**config.mk**
```make
export PLATFORM = sky130hd
export DESIGN_NAME = beam_scan_evaluation
export DESIGN_NICKNAME = d
export VERILOG_FILES = /design/src/beam_scan_pkg.sv /design/src/beam_scan_evaluation.sv
export SDC_FILE = /design/constraint.sdc
export NUM_CORES = 1
export LEC_CHECK = 0
export ABC_AREA = 0
export BUFFER_PORTS_ARGS = -buffer_cell sky130_fd_sc_hd__buf_2
export CAP_MARGIN = 20
export CORE_AREA = 2 2 307 309
export CTS_CLUSTER_SIZE = 25
export DETAILED_ROUTE_END_ITERATION = 10
export DIE_AREA = 0 0 309 311
export HOLD_SLACK_MARGIN = 0.15
export PLACE_DENSITY = 0.54
export SLEW_MARGIN = 20
export SYNTH_ARGS = -nofsm -noshare
export SYNTH_HDL_FRONTEND = slang
export SYNTH_SLANG_ARGS = --single-unit
```
**constraint.sdc**
```tcl
create_clock -name sys_clk -period 3 [get_ports sys_clk]
set_input_delay 0.3 -clock sys_clk [delete_from_list [all_inputs] [get_ports sys_clk]]
set_output_delay 0.3 -clock sys_clk [all_outputs]
set_load 0.02 [all_outputs]
```
**src/beam_scan_pkg.sv**
```systemverilog
package beam_scan_pkg;
  localparam int NP = 288;
  localparam int IDX_W = 9;
  localparam int NUM_W = 10;
  localparam int AREAS = 32;
  localparam int IO_W = 8;
  localparam logic [IDX_W-1:0] LAST_ELEM = 9'h11f;
  localparam logic [NUM_W-1:0] NP_NUM = 10'h120;
  localparam logic [1:0] MODE_PARALLEL = 2'h0;
  localparam logic [1:0] MODE_DIAGONAL = 2'h1;
  localparam logic [1:0] MODE_CROSSED = 2'h2;

  typedef enum logic [1:0] {
    ST_IDLE = 2'b00,
    ST_REQ = 2'b01,
    ST_CAP = 2'b10,
    ST_DONE = 2'b11
  } scan_state_t;
endpackage

```
**src/beam_scan_evaluation.sv**
```systemverilog
`timescale 1ns/1ps
`default_nettype none
module beam_scan_evaluation
  import beam_scan_pkg::*;
(
  input wire logic sys_clk,
  input wire logic rstn,
  input wire logic scan_start,
  input wire logic [1:0] beam_mode,
  input wire logic reverse_count,
  output logic [IDX_W-1:0] tx_sel_r,
  output logic [IDX_W-1:0] rx_sel_r,
  output logic sample_req_r,
  input wire logic rx_light,
  output logic beam_valid_r,
  output logic beam_bit_r,
  output logic [NUM_W-1:0] beam_num_r,
  output logic beam_last_r,
  input wire logic beam_ready,
  input wire logic [AREAS*NUM_W-1:0] area_lo,
  input wire logic [AREAS*NUM_W-1:0] area_hi,
  input wire logic [IO_W-1:0] io_pins,
  output logic busy_r,
  output logic result_valid_r,
  output logic [NUM_W-1:0] first_blocked_beam,
  output logic [NUM_W-1:0] last_blocked_beam,
  output logic [NUM_W-1:0] first_clear_beam,
  output logic [NUM_W-1:0] last_clear_beam,
  output logic [NUM_W-1:0] count_blocked_beams,
  output logic [NUM_W-1:0] count_clear_beams,
  output logic [AREAS-1:0] area_blocked_r,
  output logic [IO_W-1:0] io_state_r
);

  function automatic logic [IDX_W-1:0] phys(input logic [IDX_W-1:0] idx, input logic rev);
    phys = rev ? LAST_ELEM - idx : idx;
  endfunction

  function automatic logic [1:0] phases(input logic [IDX_W-1:0] idx, input logic [1:0] mode);
    if (idx == '0) begin
      phases = 2'h1;
    end else if (mode == MODE_DIAGONAL) begin
      phases = 2'h2;
    end else if (mode == MODE_CROSSED) begin
      phases = 2'h3;
    end else begin
      phases = 2'h1;
    end
  endfunction

  function automatic logic [NUM_W-1:0] beam_total(input logic [1:0] mode);
    if (mode == MODE_DIAGONAL) begin
      beam_total = NUM_W'(2 * NP - 1);
    end else if (mode == MODE_CROSSED) begin
      beam_total = NUM_W'(3 * NP - 2);
    end else begin
      beam_total = NP_NUM;
    end
  endfunction

  // Scan sequencer
  scan_state_t st_r, st_nxt;
  logic [IDX_W-1:0] elem_r, elem_nxt, tx_nxt, rx_nxt, l_tx, l_rx;
  logic [1:0] ph_r, ph_nxt, mode_r, mode_nxt;
  logic rev_r, rev_nxt, req_nxt, busy_nxt;
  logic [NUM_W-1:0] num_r, num_nxt;
  logic push, push_last, skid_v_r;

  always_comb begin
    st_nxt = st_r;
    elem_nxt = elem_r;
    ph_nxt = ph_r;
    mode_nxt = mode_r;
    rev_nxt = rev_r;
    num_nxt = num_r;
    tx_nxt = tx_sel_r;
    rx_nxt = rx_sel_r;
    req_nxt = 1'b0;
    busy_nxt = busy_r;
    push = 1'b0;
    push_last = (elem_r == LAST_ELEM) && (ph_r == phases(elem_r, mode_r) - 2'h1);
    // Inclined paths first, parallel last, so numbers rise along the field
    l_tx = elem_r;
    l_rx = elem_r;
    if (ph_r != phases(elem_r, mode_r) - 2'h1) begin
      if (ph_r == 2'h0) begin
        l_rx = elem_r - 9'h001;
      end else begin
        l_tx = elem_r - 9'h001;
      end
    end
    case (st_r)
      ST_IDLE: begin
        if (scan_start) begin
          mode_nxt = beam_mode;
          rev_nxt = reverse_count;
          elem_nxt = '0;
          ph_nxt = 2'h0;
          num_nxt = '0;
          busy_nxt = 1'b1;
          st_nxt = ST_REQ;
        end
      end
      ST_REQ: begin
        // Only sample while the buffer has room, so no light result is dropped
        if (!skid_v_r) begin
          req_nxt = 1'b1;
          tx_nxt = phys(l_tx, rev_r);
          rx_nxt = phys(l_rx, rev_r);
          num_nxt = num_r + 10'h001;
          st_nxt = ST_CAP;
        end
      end
      ST_CAP: begin
        push = 1'b1;
        if (push_last) begin
          st_nxt = ST_DONE;
        end else begin
          st_nxt = ST_REQ;
          if (ph_r == phases(elem_r, mode_r) - 2'h1) begin
            elem_nxt = elem_r + 9'h001;
            ph_nxt = 2'h0;
          end else begin
            ph_nxt = ph_r + 2'h1;
          end
        end
      end
      ST_DONE: begin
        busy_nxt = 1'b0;
        st_nxt = ST_IDLE;
      end
      default: st_nxt = ST_IDLE;
    endcase
  end

  always_ff @(posedge sys_clk) begin
    if (!rstn) begin
      st_r <= ST_IDLE;
      elem_r <= '0;
      ph_r <= 2'h0;
      mode_r <= MODE_PARALLEL;
      rev_r <= 1'b0;
      num_r <= '0;
      tx_sel_r <= '0;
      rx_sel_r <= '0;
      sample_req_r <= 1'b0;
      busy_r <= 1'b0;
    end else begin
      st_r <= st_nxt;
      elem_r <= elem_nxt;
      ph_r <= ph_nxt;
      mode_r <= mode_nxt;
      rev_r <= rev_nxt;
      num_r <= num_nxt;
      tx_sel_r <= tx_nxt;
      rx_sel_r <= rx_nxt;
      sample_req_r <= req_nxt;
      busy_r <= busy_nxt;
    end
  end

  // Two-entry stream buffer: output stage plus skid entry
  logic out_v_nxt, out_bit_nxt, out_last_nxt, skid_v_nxt, skid_bit_r, skid_bit_nxt, skid_last_r, skid_last_nxt;
  logic [NUM_W-1:0] out_num_nxt, skid_num_r, skid_num_nxt;
  logic pop;

  always_comb begin
    pop = beam_valid_r && beam_ready;
    out_v_nxt = beam_valid_r;
    out_bit_nxt = beam_bit_r;
    out_num_nxt = beam_num_r;
    out_last_nxt = beam_last_r;
    skid_v_nxt = skid_v_r;
    skid_bit_nxt = skid_bit_r;
    skid_num_nxt = skid_num_r;
    skid_last_nxt = skid_last_r;
    if (pop && skid_v_r) begin
      out_bit_nxt = skid_bit_r;
      out_num_nxt = skid_num_r;
      out_last_nxt = skid_last_r;
      skid_v_nxt = push;
      skid_bit_nxt = rx_light;
      skid_num_nxt = num_r;
      skid_last_nxt = push_last;
    end else if (pop || !beam_valid_r) begin
      out_v_nxt = push;
      out_bit_nxt = rx_light;
      out_num_nxt = num_r;
      out_last_nxt = push_last;
    end else if (push) begin
      skid_v_nxt = 1'b1;
      skid_bit_nxt = rx_light;
      skid_num_nxt = num_r;
      skid_last_nxt = push_last;
    end
  end

  always_ff @(posedge sys_clk) begin
    if (!rstn) begin
      beam_valid_r <= 1'b0;
      beam_bit_r <= 1'b0;
      beam_num_r <= '0;
      beam_last_r <= 1'b0;
      skid_v_r <= 1'b0;
      skid_bit_r <= 1'b0;
      skid_num_r <= '0;
      skid_last_r <= 1'b0;
    end else begin
      beam_valid_r <= out_v_nxt;
      beam_bit_r <= out_bit_nxt;
      beam_num_r <= out_num_nxt;
      beam_last_r <= out_last_nxt;
      skid_v_r <= skid_v_nxt;
      skid_bit_r <= skid_bit_nxt;
      skid_num_r <= skid_num_nxt;
      skid_last_r <= skid_last_nxt;
    end
  end

  // Evaluation; zero means no such beam in this scan
  logic [NUM_W-1:0] fb_r, lb_r, fc_r, lc_r, cb_r, cc_r;
  logic [NUM_W-1:0] fb_nxt, lb_nxt, fc_nxt, lc_nxt, cb_nxt, cc_nxt;
  logic [AREAS-1:0] acc_area_r, acc_area_nxt, area_out_nxt;
  logic [NUM_W-1:0] fbo_nxt, lbo_nxt, fco_nxt, lco_nxt, cbo_nxt, cco_nxt;
  logic [IO_W-1:0] io_nxt;
  logic res_v_nxt;

  always_comb begin
    fb_nxt = fb_r;
    lb_nxt = lb_r;
    fc_nxt = fc_r;
    lc_nxt = lc_r;
    cb_nxt = cb_r;
    cc_nxt = cc_r;
    acc_area_nxt = acc_area_r;
    fbo_nxt = first_blocked_beam;
    lbo_nxt = last_blocked_beam;
    fco_nxt = first_clear_beam;
    lco_nxt = last_clear_beam;
    cbo_nxt = count_blocked_beams;
    cco_nxt = count_clear_beams;
    area_out_nxt = area_blocked_r;
    io_nxt = io_state_r;
    res_v_nxt = 1'b0;
    if (st_r == ST_IDLE && scan_start) begin
      fb_nxt = '0;
      lb_nxt = '0;
      fc_nxt = '0;
      lc_nxt = '0;
      cb_nxt = '0;
      cc_nxt = '0;
      acc_area_nxt = '0;
    end else if (st_r == ST_CAP) begin
      if (!rx_light) begin
        if (fb_r == '0) begin
          fb_nxt = num_r;
        end
        lb_nxt = num_r;
        cb_nxt = cb_r + 10'h001;
      end else begin
        if (fc_r == '0) begin
          fc_nxt = num_r;
        end
        lc_nxt = num_r;
        cc_nxt = cc_r + 10'h001;
      end
      for (int a = 0; a < AREAS; a++) begin
        // An area with start beam 0 is unused
        if (!rx_light && area_lo[a*NUM_W +: NUM_W] != '0 && num_r >= area_lo[a*NUM_W +: NUM_W]
            && num_r <= area_hi[a*NUM_W +: NUM_W]) begin
          acc_area_nxt[a] = 1'b1;
        end
      end
    end else if (st_r == ST_DONE) begin
      fbo_nxt = fb_r;
      lbo_nxt = lb_r;
      fco_nxt = fc_r;
      lco_nxt = lc_r;
      cbo_nxt = cb_r;
      cco_nxt = cc_r;
      area_out_nxt = acc_area_r;
      io_nxt = io_pins;
      res_v_nxt = 1'b1;
    end
  end

  always_ff @(posedge sys_clk) begin
    if (!rstn) begin
      fb_r <= '0;
      lb_r <= '0;
      fc_r <= '0;
      lc_r <= '0;
      cb_r <= '0;
      cc_r <= '0;
      acc_area_r <= '0;
      first_blocked_beam <= '0;
      last_blocked_beam <= '0;
      first_clear_beam <= '0;
      last_clear_beam <= '0;
      count_blocked_beams <= '0;
      count_clear_beams <= '0;
      area_blocked_r <= '0;
      io_state_r <= '0;
      result_valid_r <= 1'b0;
    end else begin
      fb_r <= fb_nxt;
      lb_r <= lb_nxt;
      fc_r <= fc_nxt;
      lc_r <= lc_nxt;
      cb_r <= cb_nxt;
      cc_r <= cc_nxt;
      acc_area_r <= acc_area_nxt;
      first_blocked_beam <= fbo_nxt;
      last_blocked_beam <= lbo_nxt;
      first_clear_beam <= fco_nxt;
      last_clear_beam <= lco_nxt;
      count_blocked_beams <= cbo_nxt;
      count_clear_beams <= cco_nxt;
      area_blocked_r <= area_out_nxt;
      io_state_r <= io_nxt;
      result_valid_r <= res_v_nxt;
    end
  end

  a_parallel_facing: assert property (@(posedge sys_clk) disable iff (!rstn)
    sample_req_r && mode_r == MODE_PARALLEL |-> tx_sel_r == rx_sel_r)
    else $error("parallel beam not facing");
  a_diag_neighbour: assert property (@(posedge sys_clk) disable iff (!rstn)
    sample_req_r && mode_r == MODE_DIAGONAL && tx_sel_r != rx_sel_r
    |-> (rev_r ? rx_sel_r == tx_sel_r + 9'h001 : rx_sel_r == tx_sel_r - 9'h001))
    else $error("diagonal receiver not at i-1");
  a_cross_adjacent: assert property (@(posedge sys_clk) disable iff (!rstn)
    sample_req_r && mode_r == MODE_CROSSED
    |-> tx_sel_r == rx_sel_r || tx_sel_r == rx_sel_r + 9'h001 || rx_sel_r == tx_sel_r + 9'h001)
    else $error("crossed receiver not adjacent");
  a_total_count: assert property (@(posedge sys_clk) disable iff (!rstn)
    st_r == ST_DONE |-> cb_r + cc_r == beam_total(mode_r) && num_r == beam_total(mode_r))
    else $error("logical beam total wrong");
  a_stream_bit: assert property (@(posedge sys_clk) disable iff (!rstn)
    st_r == ST_CAP && !beam_valid_r |=> beam_valid_r && beam_bit_r == $past(rx_light) && beam_num_r == $past(num_r))
    else $error("stream bit does not match sample");
  a_stream_hold: assert property (@(posedge sys_clk) disable iff (!rstn)
    beam_valid_r && !beam_ready |=> beam_valid_r && $stable(beam_num_r) && $stable(beam_bit_r))
    else $error("stream word lost under stall");
  a_number_rises: assert property (@(posedge sys_clk) disable iff (!rstn)
    sample_req_r |-> num_r == $past(num_r) + 10'h001)
    else $error("beam number does not rise by one");
  a_first_number: assert property (@(posedge sys_clk) disable iff (!rstn)
    st_r == ST_IDLE && scan_start ##1 st_r == ST_REQ && !skid_v_r |=> num_r == 10'h001
    && tx_sel_r == (rev_r ? LAST_ELEM : 9'h000))
    else $error("beam 1 at wrong end");
  a_results_order: assert property (@(posedge sys_clk) disable iff (!rstn)
    result_valid_r |-> first_blocked_beam <= last_blocked_beam && first_clear_beam <= last_clear_beam
    && $past(io_pins) == io_state_r)
    else $error("evaluation results inconsistent");

endmodule
`default_nettype wire

```
==> run summary <==
Vias in the first global route: 27473
P_int: 0.006927 W
Filler cell count: 9940
Layout Area Growth over Synthesis: 28.70%
Post-route DRC violation count: 0
Sw Pwr: 0.002946 W
Max Cap Violations: 0
Worst setup SP type: flop
Worst min-delay path startpoint: rstn
Comb pwr share: 0.195
Post_cts resized: 0
Critical Path AT: 3200 ps
Primary FF master, synth: dfxtp_1
Placed cell area: 32640 um^2
Minimum clock period after layout: 2720 ps
Critical-path maximum fanout: 6
First-pass GRT wire length: 166600 um
CTS tree: built
Seq/Total Area, Yosys: 0.2000
Root buffer cell: clkbuf_16
Vias: 27366
Flop pwr share: 0.360
Worst Setup End Kind: flop
Num CTS Buffers: 35
Syn_area_per_cell: 7.691 um^2
Clock transition at path regs: 60 ps
Post-Syn Nets: 4753
Vias per cell: 4.893
Hold path depth: 2
Clock sinks: 265
Setup violations, final: 0
Hold path endpoint: skid_v_r
Reg-to-reg endpoint: tx_sel_r[7]
Main area contributors after synthesis: ha_1 (31%), dfxtp_1 (20%), inv_1 (8.7%), a21oi_1 (5.3%), nand2_1 (4.8%)
Worst-case clock buffer depth: 3
Crit path kind: reg2reg
Yosys cell types: 69
Final hold slack: 213.9 ps
R2R Path Start: mode_r[1]
GP Congestion: 0.9299
Post-synth EDFFs: 0
Yosys warns: 0
Final-report max-slew violation count: 0
Initial antenna violation count: 37
WL/cell: 19.92 um
Peak supply drop: 347.8 uV
Cell Rows: 112
Cell Count, Final, Fillers Out: 5593
Post-Syn Instances: 3448
Actual slew at the worst max-slew pin: 860.5 ps
Largest net degree at the start of global routing: 131
CP Cell Sequence: inv_1 > ha_1 > nor4b_1 > a31oi_2 > o21ai_0 > nor2_1 > xnor2_1 > ha_1 > nand2b_1 > xnor2_1 > o21ai_0
Final hold viol count: 0
# IOs: 790
Net Sw Frac: 0.2984
Share of cells above drive strength 1: 0.2273
Cell area after synthesis: 26520 um^2
Die area: 96100 um^2
Die H: 311 um
Clock Skew: 14.88 ps
Share of power burned in the clock network: 0.444
Gr usage total: 0.2264
I/O Buffers: 789
# nets final: 5601
RSZ-0062 raised after global routing: false
Final Cycle Share: 0.9066
Final Cell Area: 34130 um^2
Hpwl dp: 88710 um
Overflow after GRT: 0
Yosys top cell area share: 0.3062
H-tree Lvls: 2
Skew-Pair Late Insertion Delay: 560 ps
Power density over the cells: 289.3 nW/um^2
Slew HR: 0.4263
Max Used Layer: met5
DRT Pass-1 Iters: 5
Core Box Area: 92770 um^2
Routed met1 length: 49500 um
Largest stage delay, worst path: 460 ps
Slowest-stage cell, CP: o21ai_0
WP data required: 3480 ps
Status: completed
Setup slack after layout: 280.2 ps
Total Wirelength: 111400 um
Flop2flop setup slack: 280 ps
Initial DRC count: 1524
Initial core utilization: 0.2859
R2R depth: 11
Die Wd: 309 um
Lkg Pwr: 19.29 nW
Hold crit path type: in2reg
Asr flop ratio synth: 0
Setup slack at placement: 313.0 ps
Routed Antenna Nets: 0
Met2 WL: 51780 um
Placed insts: 5486
WL met3: 6953 um
FF+latch count, synth: 265
FMAX: 367.7 MHz
Largest area contributor in the netlist: ha_1
worst max-delay path by stage:
stage | end | startpoint
4_1_cts | tx_sel_r[7] | elem_r[1]
2_1_floorplan | acc_area_r[21] | num_r[0]
3_3_place_gp | tx_sel_r[7] | elem_r[1]
5_1_grt | tx_sel_r[7] | mode_r[1]
3_5_place_dp | tx_sel_r[7] | elem_r[1]
6_report | tx_sel_r[7] | mode_r[1]
area by class of cell:
type | instances | area [um^2] | area share
clock inverters | 16 | 207.7 | 0.006085
flip-flops and latches | 265 | 5339 | 0.1564
inverters | 618 | 2328 | 0.06822
repair buffers | 903 | 5110 | 0.1497
multi-input cells | 2473 | 18560 | 0.5439
well taps | 1254 | 1569 | 0.04597
diodes | 18 | 45.04 | 0.001320
clock buffers | 46 | 967.2 | 0.02834
state kept, by name, indices dropped and copies added (netlist names), 9 cells and up:
| signal | flops |
|---|---|
| acc_area_r | 32 |
| area_blocked_r | 32 |
| beam_num_r | 10 |
| cb_r | 10 |
| cc_r | 10 |
| count_blocked_beams | 10 |
| count_clear_beams | 10 |
| fb_r | 10 |
| fc_r | 10 |
| first_blocked_beam | 10 |
| first_clear_beam | 10 |
| last_blocked_beam | 10 |
| last_clear_beam | 10 |
| lb_r | 10 |
| lc_r | 10 |
| num_r | 10 |
| skid_num_r | 10 |
| elem_r | 9 |
| rx_sel_r | 9 |
| tx_sel_r | 9 |
cells in the final DEF, fill, tap and decap left out, types with 43 or more instances in the layout:
cell	instances
o21a_1	86
buf_2	789
o21ai_0	139
nand2_1	335
ha_1	649
nand4_1	77
inv_1	616
a21o_1	126
nand3_1	64
dfxtp_1	256
a21oi_1	281
nor4_1	59
nor3_1	43
buf_4	68
nor2_1	189
synthesized netlist by cell type, drive strengths merged, types with 45 or more instances:
cell    count
dfxtp     265
ha        649
o21ai     144
nand2     338
o21a       86
inv       617
nand4      77
nor3       45
nand3      64
nor4       64
clkbuf     75
nor2      191
a21o      126
a21oi     284
per-layer routing:
layer  up-vias  GRT usage
met5         -          0
met4        36    0.05726
met3       178    0.04461
met2       769     0.3865
met1     12640     0.2892
li1      13743          -
timing repair:
item | CTS | global route
buffers inserted | 0 | 0
hold buffers | 27 | 0
endpoints found under the hold margin | 21 | 0
power groups by stage:
stage          Combinational (W)  Sequential [W]  Clock, W
3_3_place_gp             0.00189         0.00363         0
6_report                 0.00193         0.00356   0.00439
5_1_grt                  0.00217         0.00356   0.00467
2_1_floorplan           0.000938         0.00365         0
4_1_cts                  0.00194         0.00356   0.00455
3_5_place_dp             0.00190         0.00363         0
worst max-delay path, delay by kind of cell, from the launching register on:
kind                     cells  cell delay (ps)
AO/OA/AOI/OAI                3              740
XOR/XNOR                     2              300
adder cells (fa/ha/maj)      2              520
buffers and inverters        1               50
flip-flops                   1              330
AND/OR/NAND/NOR              3              700
stage by stage:
step,power [W],setup TNS (ps),utilization
CTS,0.01004,0,0.3674
floorplan,0.004591,-316.8,-
global route,0.01040,0,0.3677
detailed placement,0.005532,0,0.3518
global placement,0.005524,0,0.3518
finish,0.009872,0,0.3679
kinds of logic (layout without fill, tap and decap cells):
| logic type | after synthesis | in the layout | share of synthesized area |
|---|---|---|---|
| AND/OR/NAND/NOR | 936 | 936 | 0.1713 |
| buffers and inverters | 710 | 1583 | 0.1014 |
| AO/OA/AOI/OAI | 832 | 832 | 0.2025 |
| XOR/XNOR | 56 | 56 | 0.01849 |
| other | 0 | 18 | 0 |
| flip-flops | 265 | 265 | 0.2000 |
| adder cells (fa/ha/maj) | 649 | 649 | 0.3062 |
No activity file was read; power rests on OpenSTA's default activity.
